## config.mk

```make
export PLATFORM = sky130hd
export DESIGN_NAME = tcsr_timer_control_sync_regs
export DESIGN_NICKNAME = d
export VERILOG_FILES = /design/src/rtl/tcsr_pkg.sv /design/src/rtl/tcsr_sync_delay.sv /design/src/rtl/tcsr_timer_control_sync_regs.sv
export SDC_FILE = /design/constraint.sdc
export NUM_CORES = 1
export LEC_CHECK = 0
export ABC_AREA = 1
export BUFFER_PORTS_ARGS = -buffer_cell sky130_fd_sc_hd__buf_2
export CAP_MARGIN = 25
export CORE_MARGIN = 3
export CORE_UTILIZATION = 53
export CTS_CLUSTER_DIAMETER = 100
export CTS_CLUSTER_SIZE = 25
export DETAILED_ROUTE_END_ITERATION = 8
export PLACE_DENSITY = 0.85
export SKIP_CTS_REPAIR_TIMING = 1
export SLEW_MARGIN = 20
export SYNTH_ARGS = -nofsm -noshare
export SYNTH_HDL_FRONTEND = slang
export SYNTH_SLANG_ARGS = --single-unit
```

## constraint.sdc

```tcl
create_clock -name aclk -period 2.8 [get_ports aclk]
set_input_delay 0 -clock aclk [delete_from_list [all_inputs] [get_ports aclk]]
set_output_delay 0 -clock aclk [all_outputs]
set_load 0.05 [all_outputs]
```

## src/rtl/tcsr_pkg.sv

```systemverilog
package tcsr_pkg;
	// register indices; byte address is four times the index
	localparam logic [7:0] IDX_CONTROL_A_REG  = 8'h00;
	localparam logic [7:0] IDX_RDREQ  = 8'h02;
	localparam logic [7:0] IDX_BCLR   = 8'h04;
	localparam logic [7:0] IDX_BSET   = 8'h05;
	localparam logic [7:0] IDX_CHANNEL_CAPTURE_INVERT_CTRL  = 8'h06;
	localparam logic [7:0] IDX_DEBUG  = 8'h08;
	localparam logic [7:0] IDX_STATUS = 8'h0F;
	localparam logic [7:0] IDX_SNAP   = 8'h10;

	// control_a_reg fields
	localparam int SRST_BIT   = 0;
	localparam int ENABLE_BIT = 1;
	// read_sync_request fields
	localparam int READ_REQUEST_TRIGGER_BIT   = 15;
	localparam int CONTINUOUS_READ_ENABLE_BIT  = 14;
	localparam int RADDR_W    = 5;
	// control_b_state fields
	localparam int CMD_LSB     = 6;
	localparam int SINGLE_RUN_MODE_BIT = 2;
	localparam int DIR_BIT     = 0;
	// channel_capture_invert_ctrl fields
	localparam int CPTEN_LSB = 4;
	localparam int INVEN_LSB = 0;
	localparam int NUM_CH    = 2;
	// debug_halt_control and status fields
	localparam int RUN_DURING_DEBUG_BIT  = 0;
	localparam int STAT_SRST   = 0;
	localparam int STAT_BUSY   = 7;

	// read synchronisation targets
	localparam logic [4:0] TGT_COUNT = 5'h10;
	localparam logic [4:0] TGT_CC0   = 5'h18;
	localparam logic [4:0] TGT_CC1   = 5'h1A;

	localparam logic [7:0]  RST_BYTE = 8'h00;
	localparam logic [15:0] RST_HALF = 16'h0000;
	localparam logic [31:0] RST_WORD = 32'h0000_0000;

	// clock-domain synchronisation delay in aclk cycles
	localparam logic [2:0] SYNC_CYCLES = 3'h4;

	localparam logic [1:0] RESP_OKAY   = 2'h0;
	localparam logic [1:0] RESP_SLVERR = 2'h2;

	typedef enum logic [1:0] {
		CMD_NONE   = 2'h0,
		CMD_RETRIG = 2'h1,
		CMD_STOP   = 2'h2,
		CMD_RSVD   = 2'h3
	} tcsr_cmd_type;

	typedef enum logic [1:0] {
		SK_READ  = 2'h0,
		SK_CLR   = 2'h1,
		SK_SET   = 2'h2,
		SK_CHANNEL_CAPTURE_INVERT_CTRL = 2'h3
	} tcsr_kind_type;
endpackage

```

## src/rtl/tcsr_sync_delay.sv

```systemverilog
`timescale 1ns/1ps
`default_nettype none
module tcsr_sync_delay (
	input  wire logic aclk,
	input  wire logic aresetn,
	input  wire logic start,
	input  wire logic clear,
	output logic      busy,
	output logic      done
);
	typedef enum logic [1:0] {
		SD_IDLE = 2'b00,
		SD_RUN  = 2'b01,
		SD_DONE = 2'b11
	} tcsr_sd_state_type;

	tcsr_sd_state_type state_q;
	logic [2:0]        cnt_q;

	always_ff @(posedge aclk) begin
		if (!aresetn || clear) begin
			state_q <= SD_IDLE;
			cnt_q   <= 3'h0;
		end else begin
			unique case (state_q)
				SD_IDLE: begin
					if (start) begin
						state_q <= SD_RUN;
						cnt_q   <= tcsr_pkg::SYNC_CYCLES - 3'h1;
					end
				end
				SD_RUN: begin
					if (cnt_q == 3'h0) begin
						state_q <= SD_DONE;
					end else begin
						cnt_q <= cnt_q - 3'h1;
					end
				end
				SD_DONE: begin
					state_q <= SD_IDLE;
				end
				default: begin
					state_q <= SD_IDLE;
				end
			endcase
		end
	end

	assign busy = (state_q != SD_IDLE);
	assign done = (state_q == SD_DONE);
endmodule // tcsr_sync_delay
`default_nettype wire

```

## src/rtl/tcsr_timer_control_sync_regs.sv

```systemverilog
// Implementation choice: the AXI4-Lite slave port.
`timescale 1ns/1ps
`default_nettype none
// Summary of operation
// soft reset clears registers except debug control, disables timer
// soft reset write discards other fields
// reset bit and busy clear together
// soft reset bit never enable locked
// read trigger syncs target, reads zero
// continuous mode resyncs on every update
// software triggers once after continuous set
// only count and channel targets valid
// both views share one control state
// command runs on next tick, clears
// command codes none, retrigger, stop, reserved
// clear view cancels, set view loads
// one-shot halts at next wrap
// one-shot set and clear views
// direction zero up, one down
// direction set and clear views
// views synchronised and write guarded
// capture enable selects capture per channel
// invert bit flips waveform output
// debug control survives soft reset
// software waits for busy before next
module tcsr_timer_control_sync_regs (
	input  wire logic        aclk,
	input  wire logic        aresetn,
	input  wire logic [9:0]  awaddr,
	input  wire logic        awvalid,
	output logic             awready,
	input  wire logic [31:0] wdata,
	input  wire logic [3:0]  wstrb,
	input  wire logic        wvalid,
	output logic             wready,
	output logic [1:0]       bresp,
	output logic             bvalid,
	input  wire logic        bready,
	input  wire logic [9:0]  araddr,
	input  wire logic        arvalid,
	output logic             arready,
	output logic [31:0]      rdata,
	output logic [1:0]       rresp,
	output logic             rvalid,
	input  wire logic        rready,
	input  wire logic        write_guard_lock,
	input  wire logic        count_tick,
	input  wire logic        count_wrap,
	input  wire logic        value_update,
	input  wire logic [15:0] count_value,
	input  wire logic [15:0] cc0_value,
	input  wire logic [15:0] cc1_value,
	input  wire logic [1:0]  wave_raw,
	output logic             timer_enable,
	output logic             soft_reset_active,
	output logic             sync_busy_flag,
	output logic             counter_running,
	output logic             cmd_retrigger,
	output logic             cmd_stop,
	output logic             single_run_mode,
	output logic             count_down,
	output logic [1:0]       channel_capture_enable,
	output logic [1:0]       waveform_output_pin,
	output logic             run_during_debug
);
	logic                    aw_ok_q, w_ok_q, bvalid_q, rvalid_q;
	logic [7:0]              widx_q, ridx_q;
	logic [31:0]             wdata_q, rdata_q, wmask, wd, rd_word;
	logic [3:0]              wstrb_q;
	logic [1:0]              bresp_q, rresp_q;
	logic                    do_write, do_read, w_err, wr_ok, rd_map;
	logic                    srst_start, srst_busy, srst_done;
	logic                    rs_start, rs_busy, rs_done;
	logic                    hit_a, hit_rq, hit_clr, hit_set, hit_c, hit_dbg;
	logic                    read_request_trigger_wr, continuous_read_enable_d, bus_sync, cont_sync;
	logic [4:0]              raddr_d;
	logic [7:0]              pend_d, pend_q;
	tcsr_pkg::tcsr_kind_type kind_d, kind_q;
	tcsr_pkg::tcsr_cmd_type  cmd_q;
	logic                    enable_q, continuous_read_enable_q, armed_q, single_run_mode_q, dir_q;
	logic [4:0]              raddr_q;
	logic [1:0]              cpten_q, inven_q, wave_q;
	logic                    run_during_debug_q, run_q, retrig_q, stop_q;
	logic [15:0]             snap_q;
	logic                    exec_rt, exec_sp;

	function automatic logic valid_tgt(input logic [4:0] a);
		return (a == tcsr_pkg::TGT_COUNT) || (a == tcsr_pkg::TGT_CC0) ||
		       (a == tcsr_pkg::TGT_CC1);
	endfunction

	// byte lanes of the write strobe
	genvar gb;
	for (gb = 0; gb < 4; gb++) begin : g_lane
		assign wmask[8*gb +: 8] = {8{wstrb_q[gb]}};
	end
	assign wd = wdata_q & wmask;

	// AXI4-Lite write address and data, taken in either order
	always_ff @(posedge aclk) begin
		if (!aresetn) begin
			aw_ok_q <= 1'b0;
			widx_q  <= tcsr_pkg::RST_BYTE;
		end else if (awvalid && !aw_ok_q) begin
			aw_ok_q <= 1'b1;
			widx_q  <= awaddr[9:2];
		end else if (do_write) begin
			aw_ok_q <= 1'b0;
		end
	end

	always_ff @(posedge aclk) begin
		if (!aresetn) begin
			w_ok_q  <= 1'b0;
			wdata_q <= tcsr_pkg::RST_WORD;
			wstrb_q <= 4'h0;
		end else if (wvalid && !w_ok_q) begin
			w_ok_q  <= 1'b1;
			wdata_q <= wdata;
			wstrb_q <= wstrb;
		end else if (do_write) begin
			w_ok_q <= 1'b0;
		end
	end

	assign awready  = !aw_ok_q;
	assign wready   = !w_ok_q;
	assign do_write = aw_ok_q && w_ok_q && !bvalid_q;

	// unmapped words and guarded writes under lock answer SLVERR
	always_comb begin
		w_err = 1'b0;
		case (widx_q)
			tcsr_pkg::IDX_CONTROL_A_REG, tcsr_pkg::IDX_RDREQ,
			tcsr_pkg::IDX_STATUS, tcsr_pkg::IDX_SNAP: w_err = 1'b0;
			tcsr_pkg::IDX_BCLR, tcsr_pkg::IDX_BSET, tcsr_pkg::IDX_CHANNEL_CAPTURE_INVERT_CTRL,
			tcsr_pkg::IDX_DEBUG: w_err = write_guard_lock;
			default: w_err = 1'b1;
		endcase
	end

	// while a soft reset runs only the debug word still takes writes
	assign wr_ok   = do_write && !w_err;
	assign hit_a   = wr_ok && !srst_busy && widx_q == tcsr_pkg::IDX_CONTROL_A_REG;
	assign hit_rq  = wr_ok && !srst_busy && widx_q == tcsr_pkg::IDX_RDREQ;
	assign hit_clr = wr_ok && !srst_busy && widx_q == tcsr_pkg::IDX_BCLR;
	assign hit_set = wr_ok && !srst_busy && widx_q == tcsr_pkg::IDX_BSET;
	assign hit_c   = wr_ok && !srst_busy && widx_q == tcsr_pkg::IDX_CHANNEL_CAPTURE_INVERT_CTRL;
	assign hit_dbg = wr_ok && widx_q == tcsr_pkg::IDX_DEBUG;

	always_ff @(posedge aclk) begin
		if (!aresetn) begin
			bvalid_q <= 1'b0;
			bresp_q  <= tcsr_pkg::RESP_OKAY;
		end else if (do_write) begin
			bvalid_q <= 1'b1;
			bresp_q  <= w_err ? tcsr_pkg::RESP_SLVERR : tcsr_pkg::RESP_OKAY;
		end else if (bready) begin
			bvalid_q <= 1'b0;
		end
	end

	assign bvalid = bvalid_q;
	assign bresp  = bresp_q;

	// soft reset: not gated by enable, other fields dropped
	assign srst_start = hit_a && wd[tcsr_pkg::SRST_BIT];

	tcsr_sync_delay u_srst_delay (
		.aclk    (aclk),
		.aresetn (aresetn),
		.start   (srst_start),
		.clear   (1'b0),
		.busy    (srst_busy),
		.done    (srst_done)
	);

	always_ff @(posedge aclk) begin
		if (!aresetn || srst_done) begin
			enable_q <= 1'b0;
		end else if (hit_a && !wd[tcsr_pkg::SRST_BIT] &&
		             wmask[tcsr_pkg::ENABLE_BIT]) begin
			enable_q <= wd[tcsr_pkg::ENABLE_BIT];
		end
	end

	// read request fields and synchronisation starts
	assign continuous_read_enable_d = wmask[tcsr_pkg::CONTINUOUS_READ_ENABLE_BIT] ? wd[tcsr_pkg::CONTINUOUS_READ_ENABLE_BIT]
	                                            : continuous_read_enable_q;
	assign raddr_d = (raddr_q & ~wmask[4:0]) | wd[4:0];
	assign read_request_trigger_wr = hit_rq && wd[tcsr_pkg::READ_REQUEST_TRIGGER_BIT];
	// the trigger is armed, not stored, so it always reads zero
	assign bus_sync = (read_request_trigger_wr && valid_tgt(raddr_d)) || hit_clr ||
	                  hit_set || hit_c;
	assign cont_sync = continuous_read_enable_q && armed_q && value_update &&
	                   valid_tgt(raddr_q);
	// a sync request while busy is dropped; software must wait
	assign rs_start = !rs_busy && (bus_sync || cont_sync);

	always_comb begin
		kind_d = tcsr_pkg::SK_READ;
		pend_d = wd[7:0];
		if (hit_clr) begin
			kind_d = tcsr_pkg::SK_CLR;
		end else if (hit_set) begin
			kind_d = tcsr_pkg::SK_SET;
		end else if (hit_c) begin
			kind_d = tcsr_pkg::SK_CHANNEL_CAPTURE_INVERT_CTRL;
			pend_d = ({2'b00, cpten_q, 2'b00, inven_q} & ~wmask[7:0]) |
			         wd[7:0];
		end
	end

	always_ff @(posedge aclk) begin
		if (!aresetn || srst_done) begin
			continuous_read_enable_q <= 1'b0;
			armed_q <= 1'b0;
			raddr_q <= 5'h00;
		end else if (hit_rq) begin
			continuous_read_enable_q <= continuous_read_enable_d;
			armed_q <= continuous_read_enable_d && (armed_q || read_request_trigger_wr);
			raddr_q <= raddr_d;
		end
	end

	always_ff @(posedge aclk) begin
		if (!aresetn || srst_done) begin
			kind_q <= tcsr_pkg::SK_READ;
			pend_q <= tcsr_pkg::RST_BYTE;
		end else if (rs_start) begin
			kind_q <= kind_d;
			pend_q <= pend_d;
		end
	end

	tcsr_sync_delay u_reg_delay (
		.aclk    (aclk),
		.aresetn (aresetn),
		.start   (rs_start),
		.clear   (srst_done),
		.busy    (rs_busy),
		.done    (rs_done)
	);

	always_ff @(posedge aclk) begin
		if (!aresetn || srst_done) begin
			snap_q <= tcsr_pkg::RST_HALF;
		end else if (rs_done && kind_q == tcsr_pkg::SK_READ) begin
			case (raddr_q)
				tcsr_pkg::TGT_CC0: snap_q <= cc0_value;
				tcsr_pkg::TGT_CC1: snap_q <= cc1_value;
				default:           snap_q <= count_value;
			endcase
		end
	end

	// shared control-B state behind both views
	always_ff @(posedge aclk) begin
		if (!aresetn || srst_done) begin
			single_run_mode_q <= 1'b0;
			dir_q     <= 1'b0;
		end else if (rs_done && kind_q == tcsr_pkg::SK_SET) begin
			single_run_mode_q <= single_run_mode_q | pend_q[tcsr_pkg::SINGLE_RUN_MODE_BIT];
			dir_q     <= dir_q | pend_q[tcsr_pkg::DIR_BIT];
		end else if (rs_done && kind_q == tcsr_pkg::SK_CLR) begin
			single_run_mode_q <= single_run_mode_q & ~pend_q[tcsr_pkg::SINGLE_RUN_MODE_BIT];
			dir_q     <= dir_q & ~pend_q[tcsr_pkg::DIR_BIT];
		end
	end

	assign exec_rt = count_tick && cmd_q == tcsr_pkg::CMD_RETRIG;
	assign exec_sp = count_tick && cmd_q == tcsr_pkg::CMD_STOP;

	// a new command landing on an execute tick replaces the old one
	always_ff @(posedge aclk) begin
		if (!aresetn || srst_done) begin
			cmd_q <= tcsr_pkg::CMD_NONE;
		end else if (rs_done && pend_q[7:6] != 2'b00 &&
		             kind_q == tcsr_pkg::SK_SET) begin
			cmd_q <= tcsr_pkg::tcsr_cmd_type'(pend_q[7:6]);
		end else if (rs_done && pend_q[7:6] != 2'b00 &&
		             kind_q == tcsr_pkg::SK_CLR) begin
			cmd_q <= tcsr_pkg::CMD_NONE;
		end else if (count_tick) begin
			cmd_q <= tcsr_pkg::CMD_NONE;
		end
	end

	always_ff @(posedge aclk) begin
		if (!aresetn || srst_done) begin
			retrig_q <= 1'b0;
			stop_q   <= 1'b0;
		end else begin
			retrig_q <= exec_rt;
			stop_q   <= exec_sp;
		end
	end

	always_ff @(posedge aclk) begin
		if (!aresetn || srst_done) begin
			run_q <= 1'b0;
		end else if (!enable_q || exec_sp) begin
			run_q <= 1'b0;
		end else if (exec_rt) begin
			run_q <= 1'b1;
		end else if (count_wrap && single_run_mode_q) begin
			run_q <= 1'b0;
		end
	end

	always_ff @(posedge aclk) begin
		if (!aresetn || srst_done) begin
			cpten_q <= 2'b00;
			inven_q <= 2'b00;
		end else if (rs_done && kind_q == tcsr_pkg::SK_CHANNEL_CAPTURE_INVERT_CTRL) begin
			cpten_q <= pend_q[tcsr_pkg::CPTEN_LSB +: 2];
			inven_q <= pend_q[tcsr_pkg::INVEN_LSB +: 2];
		end
	end

	// only power-on reset touches the debug control
	always_ff @(posedge aclk) begin
		if (!aresetn) begin
			run_during_debug_q <= 1'b0;
		end else if (hit_dbg && wmask[tcsr_pkg::RUN_DURING_DEBUG_BIT]) begin
			run_during_debug_q <= wd[tcsr_pkg::RUN_DURING_DEBUG_BIT];
		end
	end

	genvar gc;
	for (gc = 0; gc < tcsr_pkg::NUM_CH; gc++) begin : g_wave
		always_ff @(posedge aclk) begin
			if (!aresetn || srst_done) begin
				wave_q[gc] <= 1'b0;
			end else begin
				wave_q[gc] <= wave_raw[gc] ^ inven_q[gc];
			end
		end
	end

	// read side
	always_comb begin
		rd_word = tcsr_pkg::RST_WORD;
		rd_map  = 1'b1;
		case (araddr[9:2])
			tcsr_pkg::IDX_CONTROL_A_REG: begin
				rd_word[tcsr_pkg::SRST_BIT]   = srst_busy;
				rd_word[tcsr_pkg::ENABLE_BIT] = enable_q;
			end
			tcsr_pkg::IDX_RDREQ: begin
				rd_word[tcsr_pkg::CONTINUOUS_READ_ENABLE_BIT] = continuous_read_enable_q;
				rd_word[4:0]                 = raddr_q;
			end
			tcsr_pkg::IDX_BCLR, tcsr_pkg::IDX_BSET: begin
				rd_word[7:0] = {cmd_q, 3'b000, single_run_mode_q, 1'b0, dir_q};
			end
			tcsr_pkg::IDX_CHANNEL_CAPTURE_INVERT_CTRL: begin
				rd_word[7:0] = {2'b00, cpten_q, 2'b00, inven_q};
			end
			tcsr_pkg::IDX_DEBUG: begin
				rd_word[tcsr_pkg::RUN_DURING_DEBUG_BIT] = run_during_debug_q;
			end
			tcsr_pkg::IDX_STATUS: begin
				rd_word[tcsr_pkg::STAT_SRST] = srst_busy;
				rd_word[tcsr_pkg::STAT_BUSY] = srst_busy || rs_busy;
			end
			tcsr_pkg::IDX_SNAP: begin
				rd_word[15:0] = snap_q;
			end
			default: begin
				rd_map = 1'b0;
			end
		endcase
	end

	assign do_read = arvalid && !rvalid_q;

	always_ff @(posedge aclk) begin
		if (!aresetn) begin
			rvalid_q <= 1'b0;
			rdata_q  <= tcsr_pkg::RST_WORD;
			rresp_q  <= tcsr_pkg::RESP_OKAY;
			ridx_q   <= tcsr_pkg::RST_BYTE;
		end else if (do_read) begin
			rvalid_q <= 1'b1;
			rdata_q  <= rd_word;
			rresp_q  <= rd_map ? tcsr_pkg::RESP_OKAY : tcsr_pkg::RESP_SLVERR;
			ridx_q   <= araddr[9:2];
		end else if (rready) begin
			rvalid_q <= 1'b0;
		end
	end

	assign arready                = !rvalid_q;
	assign rvalid                 = rvalid_q;
	assign rdata                  = rdata_q;
	assign rresp                  = rresp_q;
	assign timer_enable           = enable_q;
	assign soft_reset_active      = srst_busy;
	assign sync_busy_flag         = srst_busy || rs_busy;
	assign counter_running        = run_q;
	assign cmd_retrigger          = retrig_q;
	assign cmd_stop               = stop_q;
	assign single_run_mode        = single_run_mode_q;
	assign count_down             = dir_q;
	assign channel_capture_enable = cpten_q;
	assign waveform_output_pin    = wave_q;

	assign run_during_debug = run_during_debug_q;
endmodule // tcsr_timer_control_sync_regs
`default_nettype wire

```

# After elaboration in Yosys (flattened, before gate mapping)
# Cells that the tools add are included.
[op_classes] addsub=2 n_eq_ne=35 n_mux=48 bitwise=15 n_reduce_logical=85
[ops] op="$eq A8 B3 Y1 const B" n=6
[ops] op="$logic_and A1 B1 Y1" n=34
[ops] op="$eq A8 B4 Y1 const B" n=4
[ops] op="$pmux W16 S2" n=1
[ops] op="$eq A5 B5 Y1 const B" n=6
[ops] op="$mux W2" n=12
[ops] op="$mux W8" n=3
[ops] op="$reduce_bool A2 Y1" n=11
[ops] op="$and A16 B16 Y16" n=1
[ops] op="$eq A8 B2 Y1 const B" n=2
[ops] op="$eq A8 B5 Y1 const B" n=2
[ops] op="$logic_not A8 Y1" n=2
[ops] op="$mux W1" n=16
[ops] op="$logic_or A1 B1 Y1" n=12
[ops] op="$mux W3" n=4
[ops] op="$pmux W3 S2" n=2
[ops] op="$pmux W3 S4" n=1
[ops] op="$eq A2 B2 Y1 const B" n=5
[ops] op="$logic_not A1 Y1" n=10
[ops] op="$and A6 B8 Y8" n=1
[ops] op="$eq A2 B1 Y1 const B" n=4
[ops] op="$ne A2 B2 Y1 const B" n=4
[ops] op="$not A8 Y8" n=1
[ops] op="$or A8 B8 Y8" n=1
[ops] op="24 further kinds" n=40
[totals] register_bits=108 inputBits=117

# Depth between registers and ports, before layout
# Gate-level depths: netlist of run 1.
[depth] depth_word=16 mapped_depth=17

# Cells and area by module
# From an unflattened synthesis of run 1, not the netlist that was laid out.
[hier_totals] hier_cells=695 area_unflattened_um2=4951.0
[modules_own_cells] module="tcsr_timer_control_sync_regs" instances=1 cells_per_inst=613 area_each_um2=4390.5 seq_area_each_um2=1781.7
[modules_own_cells] module="tcsr_sync_delay" instances=2 cells_per_inst=41 area_each_um2=280.3 seq_area_each_um2=100.1

# Worst setup path after synthesis of run 1
# Ideal clock, no wire load.
[synth_timing] path_type="flip-flop to flip-flop" from="register rvalid_q, in the netlist rvalid" to="register rdata_q[14], in the netlist rdata[14]" setup_ns=0.117 arrival_time_ns=1.875 t_required_ns=2.683 slack_ns=0.808 path_stages_with_launch=7 n_path_buf=1 synth_period_minus_slack_ns=1.992 path_cell_list="dfxtp_1 -> inv_1 -> nand2_1 -> clkinv_1 -> clkbuf_1 -> o211ai_1 -> inv_1"
[synth_via] elab_chain_len=2
[synth_lines] item="start, declared" line_no="tcsr_timer_control_sync_regs.sv:66" text="logic aw_ok_q, w_ok_q, bvalid_q, rvalid_q;"
[synth_lines] item="start signal, assigned" line_no="tcsr_timer_control_sync_regs.sv:380" text="rvalid_q <= 1'b0;"
[synth_lines] item="start signal, assigned" line_no="tcsr_timer_control_sync_regs.sv:385" text="rvalid_q <= 1'b1;"
[synth_lines] item="start signal, assigned" line_no="tcsr_timer_control_sync_regs.sv:390" text="rvalid_q <= 1'b0;"
[synth_lines] item="$logic_not A1 Y1"
[synth_lines] item="named net arready" line_no="tcsr_timer_control_sync_regs.sv:41" text="output logic arready,"
[synth_lines] item="$logic_and A1 B1 Y1" line_no="tcsr_timer_control_sync_regs.sv:376" text="assign do_read = arvalid && !rvalid_q;"
[synth_lines] item="end signal, assigned" line_no="tcsr_timer_control_sync_regs.sv:381" text="rdata_q <= tcsr_pkg::RST_WORD;"
[synth_lines] item="end signal, assigned" line_no="tcsr_timer_control_sync_regs.sv:386" text="rdata_q <= rd_word;"
[synth_lines] item="end, declared" line_no="tcsr_timer_control_sync_regs.sv:68" text="logic [31:0] wdata_q, rdata_q, wmask, wd, rd_word;"
# The timed path passes the listed nets, and every way through them passes these cells.
# A chain may end at the register's enable or synchronous reset.

# Worst setup path in the final report of run 1
[layout_timing] from="register widx_q[0]" to="register continuous_read_enable_q"
[layout_via] elab_chain_len=7 elab_cells_between_ends=15
[layout_lines] item="start, declared" line_no="tcsr_timer_control_sync_regs.sv:67" text="logic [7:0] widx_q, ridx_q;"
[layout_lines] item="start signal, assigned" line_no="tcsr_timer_control_sync_regs.sv:103" text="widx_q <= tcsr_pkg::RST_BYTE;"
[layout_lines] item="start signal, assigned" line_no="tcsr_timer_control_sync_regs.sv:106" text="widx_q <= awaddr[9:2];"
[layout_lines] item="$eq A8 B3 Y1, or another cell as far along" line_no="tcsr_timer_control_sync_regs.sv:133" text="case (widx_q)"
[layout_lines] item="$reduce_or A4 Y1" line_no="tcsr_timer_control_sync_regs.sv:133"
[layout_lines] item="$pmux W1 S2" line_no="tcsr_timer_control_sync_regs.sv:133"
[layout_lines] item="$logic_not A1 Y1" line_no="tcsr_timer_control_sync_regs.sv:143" text="assign wr_ok = do_write && !w_err;"
[layout_lines] item="$logic_and A1 B1 Y1" line_no="tcsr_timer_control_sync_regs.sv:143"
[layout_lines] item="$logic_and A1 B1 Y1" line_no="tcsr_timer_control_sync_regs.sv:145" text="assign hit_rq = wr_ok && !srst_busy && widx_q == tcsr_pkg::IDX_RDREQ;"
[layout_lines] item="$logic_and A1 B1 Y1 *" line_no="tcsr_timer_control_sync_regs.sv:145"
[layout_lines] item="end signal, assigned" line_no="tcsr_timer_control_sync_regs.sv:220" text="continuous_read_enable_q <= continuous_read_enable_d;"
[layout_lines] item="end, declared" line_no="tcsr_timer_control_sync_regs.sv:80" text="logic enable_q, continuous_read_enable_q, armed_q, single_run_mode_q, dir_q;"
# Every way passes the cells marked *; elsewhere a longest branch is shown, timed or not.

==> results of run 1 <==
-- layout by cell type, fill, tap and decap left out, types with 2 or more instances in the layout --
cell / n
a31oi_1: 20
o211ai_1: 4
o21a_1: 2
nor2_1: 73
nand2_1: 115
buf_2: 124
inv_1: 52
clkinv_1: 5
a211oi_1: 5
dfxtp_1: 99
nand3_1: 22
nor2_2: 8
nand4_1: 9
nor4_1: 4
nand2_2: 6
conb_1: 18
o21ai_0: 72
inv_2: 4
bufinv_16: 2
o22ai_1: 2
clkbuf_8: 11
xnor2_1: 3
dlygate4sd3_1: 59
ha_1: 4
buf_4: 8
o21ai_1: 4
a21oi_1: 70
nor2_4: 2
a41oi_1: 2
nor3_1: 7
-- metrics by stage --
step                      worst slack, ps  hold slack, ps
after floorplan                       808             135
final                                 537           -4.31
after detailed placement              637             231
after global routing                  222            1.73
after CTS                             622            -148
after global placement                668             222
-- registers in the layout, indices dropped and copies added, names as in the netlist, 3 cells and up, named ones only --
name                flops
snap_q                 16
u_reg_delay.cnt_q       3
pend_q                  7
wdata_q                10
u_srst_delay.cnt_q      3
raddr_q                 5
rdata                  16
widx_q                  8
-- routing by layer --
metal / global-route usage / share of wire
met5: 0 / 0
met3: 0.0459 / 0.093
met2: 0.406 / 0.48
met4: 0.0840 / 0.049
met1: 0.321 / 0.38
-- Yosys cell counts, types with 4 or more instances --
master and number:
nand2_1 115, dfxtp_1 99, nor2_1 73, o21ai_0 72, a21oi_1 71, inv_1 52
nand3_1 22, a31oi_1 20, clkbuf_1 19, buf_4 18, nand4_1 9, nor2_2 8
nor3_1 7, nand2_2 6, a211oi_1 5, clkinv_1 5, ha_1 4, inv_2 4
nor4_1 4, o211ai_1 4, o21ai_1 4
-- how the worst max path moves through the flow --
stage / slack [ps] / startpoint / cells past startpoint / to
after CTS: 620 / widx_q[0]$_SDFFE_PN0P_ / 14 / kind_q[0]$_SDFFE_PP0P_
after global placement: 670 / wstrb_q[0]$_SDFFE_PN0P_ / 11 / kind_q[0]$_SDFFE_PP0P_
after detailed placement: 640 / widx_q[0]$_SDFFE_PN0P_ / 14 / kind_q[0]$_SDFFE_PP0P_
after global routing: 220 / wstrb_q[0]$_SDFFE_PN0P_ / 11 / kind_q[0]$_SDFFE_PP0P_
final: 540 / widx_q[0]$_SDFFE_PN0P_ / 12 / continuous_read_enable_q$_SDFFE_PP0P_
after floorplan: 810 / rvalid$_SDFFE_PN0P_ / 6 / rdata[14]$_SDFFE_PN0P_
-- area by class of cell --
cell class,count,area share
multi-input cells,466,0.373
flip-flops and latches,99,0.323
repair buffers,191,0.207
inverters,61,0.0374
clock buffers,12,0.0253
well taps,105,0.0214
clock inverters,4,0.0118
-- cells by family (layout without fill, tap and decap cells) --
group	after synthesis	after routing
adders and majority gates	4	4
other	1	18
xor gates and xnor gates	3	3
AOI/OAI and AO/OA	188	188
buffers and inverters	102	268
DFF	99	99
and+or+nand+nor	253	253
-- power by group --
part	total (uW)	switching [uW]	internal, uW
Combinational	460	310	150
Sequential	1490	36.0	1450
Clock	1050	498	552
Total	3000	844	2150
-- worst max-delay path: cells and delay by family, from the launching register on --
kind,cells,cell delay [ps]
buffers and inverters,1,60
DFF,1,380
and+or+nand+nor,9,1250
AOI/OAI and AO/OA,2,460
==> out/results.txt, run 1 <==
Total gr overflow: 0
Cells after DPL: 863
Num Clock Sinks: 99
FF+latch area: 1980 um^2
Register area share after synthesis: 0.425
Via/cell ratio: 5.67
Slew Viols, Final: 0
Final Power: 3000 uW
Hold EP: wstrb_q[0]$_SDFFE_PN0P_
Ports: 171
Synth area leader: dfxtp_1
CTS tree: done
WL/cell: 15.7 um
Core area: 8380 um^2
Total wire length: 14,700 um
Async S/R FF share, synth: 0
Final setup violation count: 0
Pin count of the biggest net entering global routing: 39
Critical path's slowest cell: dfxtp_1
Cell Area, Placed: 5310 um^2
DPL Wire Length: 9400 um
H-tree Lvls: 3
CP Data Required Time: 3050 ps
Final GP Congestion: 0.924
Synth cell types: 42
Arrival time at the worst endpoint: 2520 ps
Flop-to-flop setup slack: 540 ps
Hold slack: -4.31 ps
Max Root-Sink Buffers: 2
Worst Tran Pin Value: 625 ps
Tmin final: 2260 ps
Crit-path max FO: 6
Final hold viol count: 1
Non-Filler Instances: 938
Crit. End Element: flop
Synth Area in XOR/XNOR: 0.00563
CTS Buf Count: 9
Via count: 5,321
Total Routing Usage GR: 0.245
RSZ-0062 raised after global routing: false
Slew headroom: 0.581
Worst min-delay path class: in2reg
Compound-gate portion of the synthesized area: 0.220
Initial Util: 0.557
CP cell instances: nor2_2 -> inv_2 -> nor2_2 -> nand2_2 -> nand2_1 -> nor2_1 -> nand2_2 -> nand3_1 -> nor2_1 -> nand4_1 -> o21ai_0 -> a21oi_1
Layout Nets: 949
CTS root buffer: clkbuf_8
Failing checks: hold timing
Kind of critical path: reg2reg
Multi-input gate area: 2290 um^2
Clk_lat worst skew: 370 ps
Final worst-path cycle share: 0.808
Synthesized area per cell: 7.18 um^2
Fillcell total: 589
1st-iter DRT viols: 442
Post-route antenna net violation count: 0
ANT cells: 0
Initial antenna violation count: 0
Hold_sp: wstrb[0]
Top cells by area, synth: dfxtp_1, nand2_1, o21ai_0
Share of cells above drive strength 1: 0.208
Post-route cell area: 6130 um^2
Port-buffer cells: 124
Critical Path Max Stage Delay: 380 ps
Post-layout util: 0.731
Clock-pin slew of the registers on the worst-case setup and hold paths: 90 ps
Hold depth: 3
First-pass GRT wire length: 20,000 um
Power density cells: 489 nW/um^2
Drt pass-1 iters: 7
Worst Reg2Reg Path Length in Cells: 12
Die H: 99.9 um
Critical Path Start Type: flop
Post-synth EDFFs: 0
Leakage dissipation: 0.00271 uW
Largest family of logic cells by synthesized area: simple AND/OR/NAND/NOR gates
Layout Skew: 11.5 ps
Status: finished with violations
Reg2reg end: continuous_read_enable_q$_SDFFE_PP0P_
Most used DFF post-synth: dfxtp_1
Die footprint: 9970 um^2
Yosys reg bits: 99
Synth Area in Adders: 0.0107
Row Count: 33
Maximum VDD drop: 0.372 mV
Synth Cell Area: 4670 um^2
Max Clk Rate: 442 MHz
Post-Syn Instances: 650
Mux cell area share after synthesis: 0
Remaining DRCs: 0
Yosys top cell area share: 0.425
Die width: 99.9 um
Vias in the first global route: 4,420
Worst r2r src: widx_q[0]$_SDFFE_PN0P_
Max-cap violations: 0
Area grow syn2layout: 31.3%
Synth warn: 0
Simple-gate portion of the synthesized area: 0.239
Setup TNS: 0 ps
No activity file was read; power rests on OpenSTA's default activity.
==> inputs of run 2 (changes only) <==
Settings changed: ABC_AREA 1 to 0, CORE_UTILIZATION 53 to 46, PLACE_DENSITY 0.85 to 0.77.
Clock period 2.8 ns to 1.82 ns, I/O delays scaled along.
==> run 2 against run 1 <==
  * Highest routed layer unchanged
  * Worst setup slack lost 590 ps
  * Cell count is 1.7% higher
  * Fmax increased by 21%
  * Sequential power is 52% higher
  * Combinational power rose by 78%
  * Die area increased by 22%
  * Via count about the same
  * The flow finishes with violations (hold timing, setup timing)
  * Critical path type unchanged
==> out/results.txt, run 2 <==
Async S/R FF share, synth: 0 (unchanged)
Top cells by area, synth: dfxtp_1, nand2_1, mux2i_1
Worst min-delay path class: in2reg
Critical Path Max Stage Delay: 540 ps (+160 ps)
CP cell instances: nor3_2 -> buf_4 -> nand2_2 -> or4b_1 -> or3_1 -> a21oi_1
Worst Tran Pin Value: 642 ps (+17.1 ps)
Leakage dissipation: 0.00287 uW (+5.9%)
Post-synth EDFFs: 0 (unchanged)
Met3 Usage GRT: 0.0524 (+0.00655)
CTS root buffer: clkbuf_8
Failing checks: hold timing, setup timing
Grt met2 use: 0.381 (-0.0250)
Post-route antenna net violation count: 0 (unchanged)
CTS tree: done
Crit. End Element: flop
Post-route cell area: 6850 um^2 (+12%)
Top post-synthesis cells by count: nand2_1, dfxtp_1, a21oi_1
Pin count of the biggest net entering global routing: 39 (unchanged)
Synth Cell Area: 5000 um^2 (+7.1%)
H-tree Lvls: 3 (unchanged)
Share of cells above drive strength 1: 0.291 (+0.0833)
Remaining DRCs: 0 (unchanged)
Synthesized area per cell: 8.13 um^2 (+13%)
Port-buffer cells: 124 (unchanged)
Num Clock Sinks: 99 (unchanged)
Leading cell type in the layout, fill and taps excluded: buf_2
Power density cells: 658 nW/um^2 (+35%)
FF+latch area: 2000 um^2 (+0.88%)
Drt pass-1 iters: 6 (-1)
Tmin final: 1870 ps (-390 ps)
Register area share after synthesis: 0.396 (-0.0283)
Final worst setup slack: -53.7 ps (-590 ps)
Row Count: 37 (+12%)
Status: finished with violations
Post-Syn Instances: 615 (-5.4%)
CTS Buf Count: 9 (unchanged)
Final hold viol count: 2 (+1)
Arrival time at the worst endpoint: 2170 ps (-350 ps)
Total gr overflow: 0 (unchanged)
Setup TNS: -151 ps (-151 ps)
Via/cell ratio: 5.57 (-1.8%)
DPL Wire Length: 11,000 um (+17%)
Synth cell types: 60 (+43%)
Most frequent cell after synthesis: nand2_1
Sw Share: 0.294 (+0.0125)
Sw Pwr: 1330 uW (+57%)
Final setup violation count: 8 (+8)
1st-iter DRT viols: 429 (-2.9%)
Synth area leader: dfxtp_1
Die H: 110 um (+10%)
Hold slack: -19.5 ps (-15.2 ps)
Hold depth: 3 (unchanged)
ANT cells: 0 (unchanged)
P_int: 3180 uW (+48%)
Clock-pin slew of the registers on the worst-case setup and hold paths: 110 ps (+20 ps)
Fillcell total: 877 (+49%)
Synth warn: 0 (unchanged)
Layout Skew: 18.9 ps (+7.48 ps)
Non-Filler Instances: 954 (+1.7%)
Yosys reg bits: 99 (unchanged)
Cells after DPL: 889 (+3.0%)
Max-cap violations: 0 (unchanged)
Most frequent cells in the layout: buf_2, nand2_1, dfxtp_1
Comb pwr share: 0.181 (+0.027)
Max Clk Rate: 534 MHz (+21%)
Met1 Use GR: 0.293 (-0.0279)
Slew Viols, Final: 0 (unchanged)
Slew headroom: 0.572 (-0.00884)
Kind of critical path: reg2reg
Final worst-path cycle share: 1.03 (+0.221)
Multi-input gate area: 2850 um^2 (+24%)
Initial Util: 0.478 (-0.0790)
Via count: 5,317 (-0.075%)
Core area: 10,500 um^2 (+25%)
Die width: 110 um (+10%)
Post-layout util: 0.655 (-0.0766)
Critical path's slowest cell: or4b_1
RSZ-0062 raised after global routing: true
CP Data Required Time: 2120 ps (-930 ps)
Layout Nets: 934 (-1.6%)
WL/cell: 16.3 um (+4.0%)
First-pass GRT wire length: 22,000 um (+9.9%)
Total wire length: 15,600 um (+5.8%)
Critical Path Start Type: flop
Clock power share: 0.314 (-0.036)
Total Routing Usage GR: 0.231 (-0.0137)
Ports: 171 (unchanged)
Yosys top cell area share: 0.396 (-0.0283)
Max Root-Sink Buffers: 2 (unchanged)
Clk_lat worst skew: 390 ps (+20 ps)
Vias in the first global route: 4,636 (+4.9%)
Sequential group share of total power: 0.505 (+0.009)
Area grow syn2layout: 37.0%
Most used DFF post-synth: dfxtp_1
Worst Reg2Reg Path Length in Cells: 6 (-6)
Final GP Congestion: 0.915 (-1.0%)
GR peak layer: met2
Cell Area, Placed: 6000 um^2 (+13%)
Crit-path max FO: 3 (-3)
Maximum VDD drop: 0.398 mV (+6.8%)
Initial antenna violation count: 0 (unchanged)
Die footprint: 12,200 um^2 (+22%)
run 2: changes by cell type after synthesis, sizes merged, moves of 10 or more:
cell    change
inv        -40
nand2      -16
and3       +10
a21oi      -17
o211ai     +18
o21ai      -67
mux2i      +35
clkbuf     +14
nor2       -33
nor3       +11
a31oi      -12
run 2: cells by family after synthesis:
| group | synth area share |
|---|---|
| adders and majority gates | 0.0100 |
| other | 0.000750 |
| muxes | 0.0701 |
| DFF | 0.396 |
| buffers and inverters | 0.0756 |
| xor gates and xnor gates | 0.00876 |
| and+or+nand+nor | 0.245 |
| AOI/OAI and AO/OA | 0.193 |
run 2: power groups by stage:
| stage | registers [uW] | clock network, uW | logic, uW |
|---|---|---|---|
| final | 2270 | 1420 | 817 |
| after global routing | 2280 | 1500 | 874 |
| after CTS | 2260 | 1430 | 688 |
| after detailed placement | 2310 | 0 | 686 |
| after global placement | 2310 | 0 | 668 |
| after floorplan | 2380 | 0 | 394 |
run 2: worst paths after layout:
path / startpoint / end / slack [ps]
worst max register to register: u_srst_delay.state_q[0]$_SDFFE_PN0P_ / timer_enable$_SDFFE_PP0P_ / -50
worst min-delay path: count_value[1] / snap_q[1]$_SDFFE_PP0P_ / -20
worst min register to register: wdata_q[15]$_SDFFE_PN0P_ / wdata_q[15]$_SDFFE_PN0P_ / 460
worst max-delay path: u_srst_delay.state_q[0]$_SDFFE_PN0P_ / timer_enable$_SDFFE_PP0P_ / -50
run 2: final cells by class:
type                    instances  area share
repair buffers                230       0.231
multi-input cells             457       0.416
well taps                     136      0.0248
inverters                      16     0.00877
clock inverters                 5     0.00895
flip-flops and latches         99       0.292
clock buffers                  11      0.0192
run 2: per-stage QoR:
step           setup slack (ps)  power (uW)
6_report                  -53.7        4510
2_1_floorplan              4.62        2770
3_3_place_gp               -127        2980
5_1_grt                    -127        4660
4_1_cts                    -270        4380
3_5_place_dp               -252        3000
run 2: worst max-delay path, delay by kind of cell (launching register included):
family | cells | cell delay (ps)
AND/OR/NAND/NOR | 4 | 1160
flip-flops | 1 | 330
buffers and inverters | 1 | 180
AO/OA/AOI/OAI | 1 | 130
run 2: routing by layer:
metal	vias up	routed length, um
met3	50	991
li1	2552	-
met5	-	0
met2	223	7840
met1	2492	6290
met4	0	479
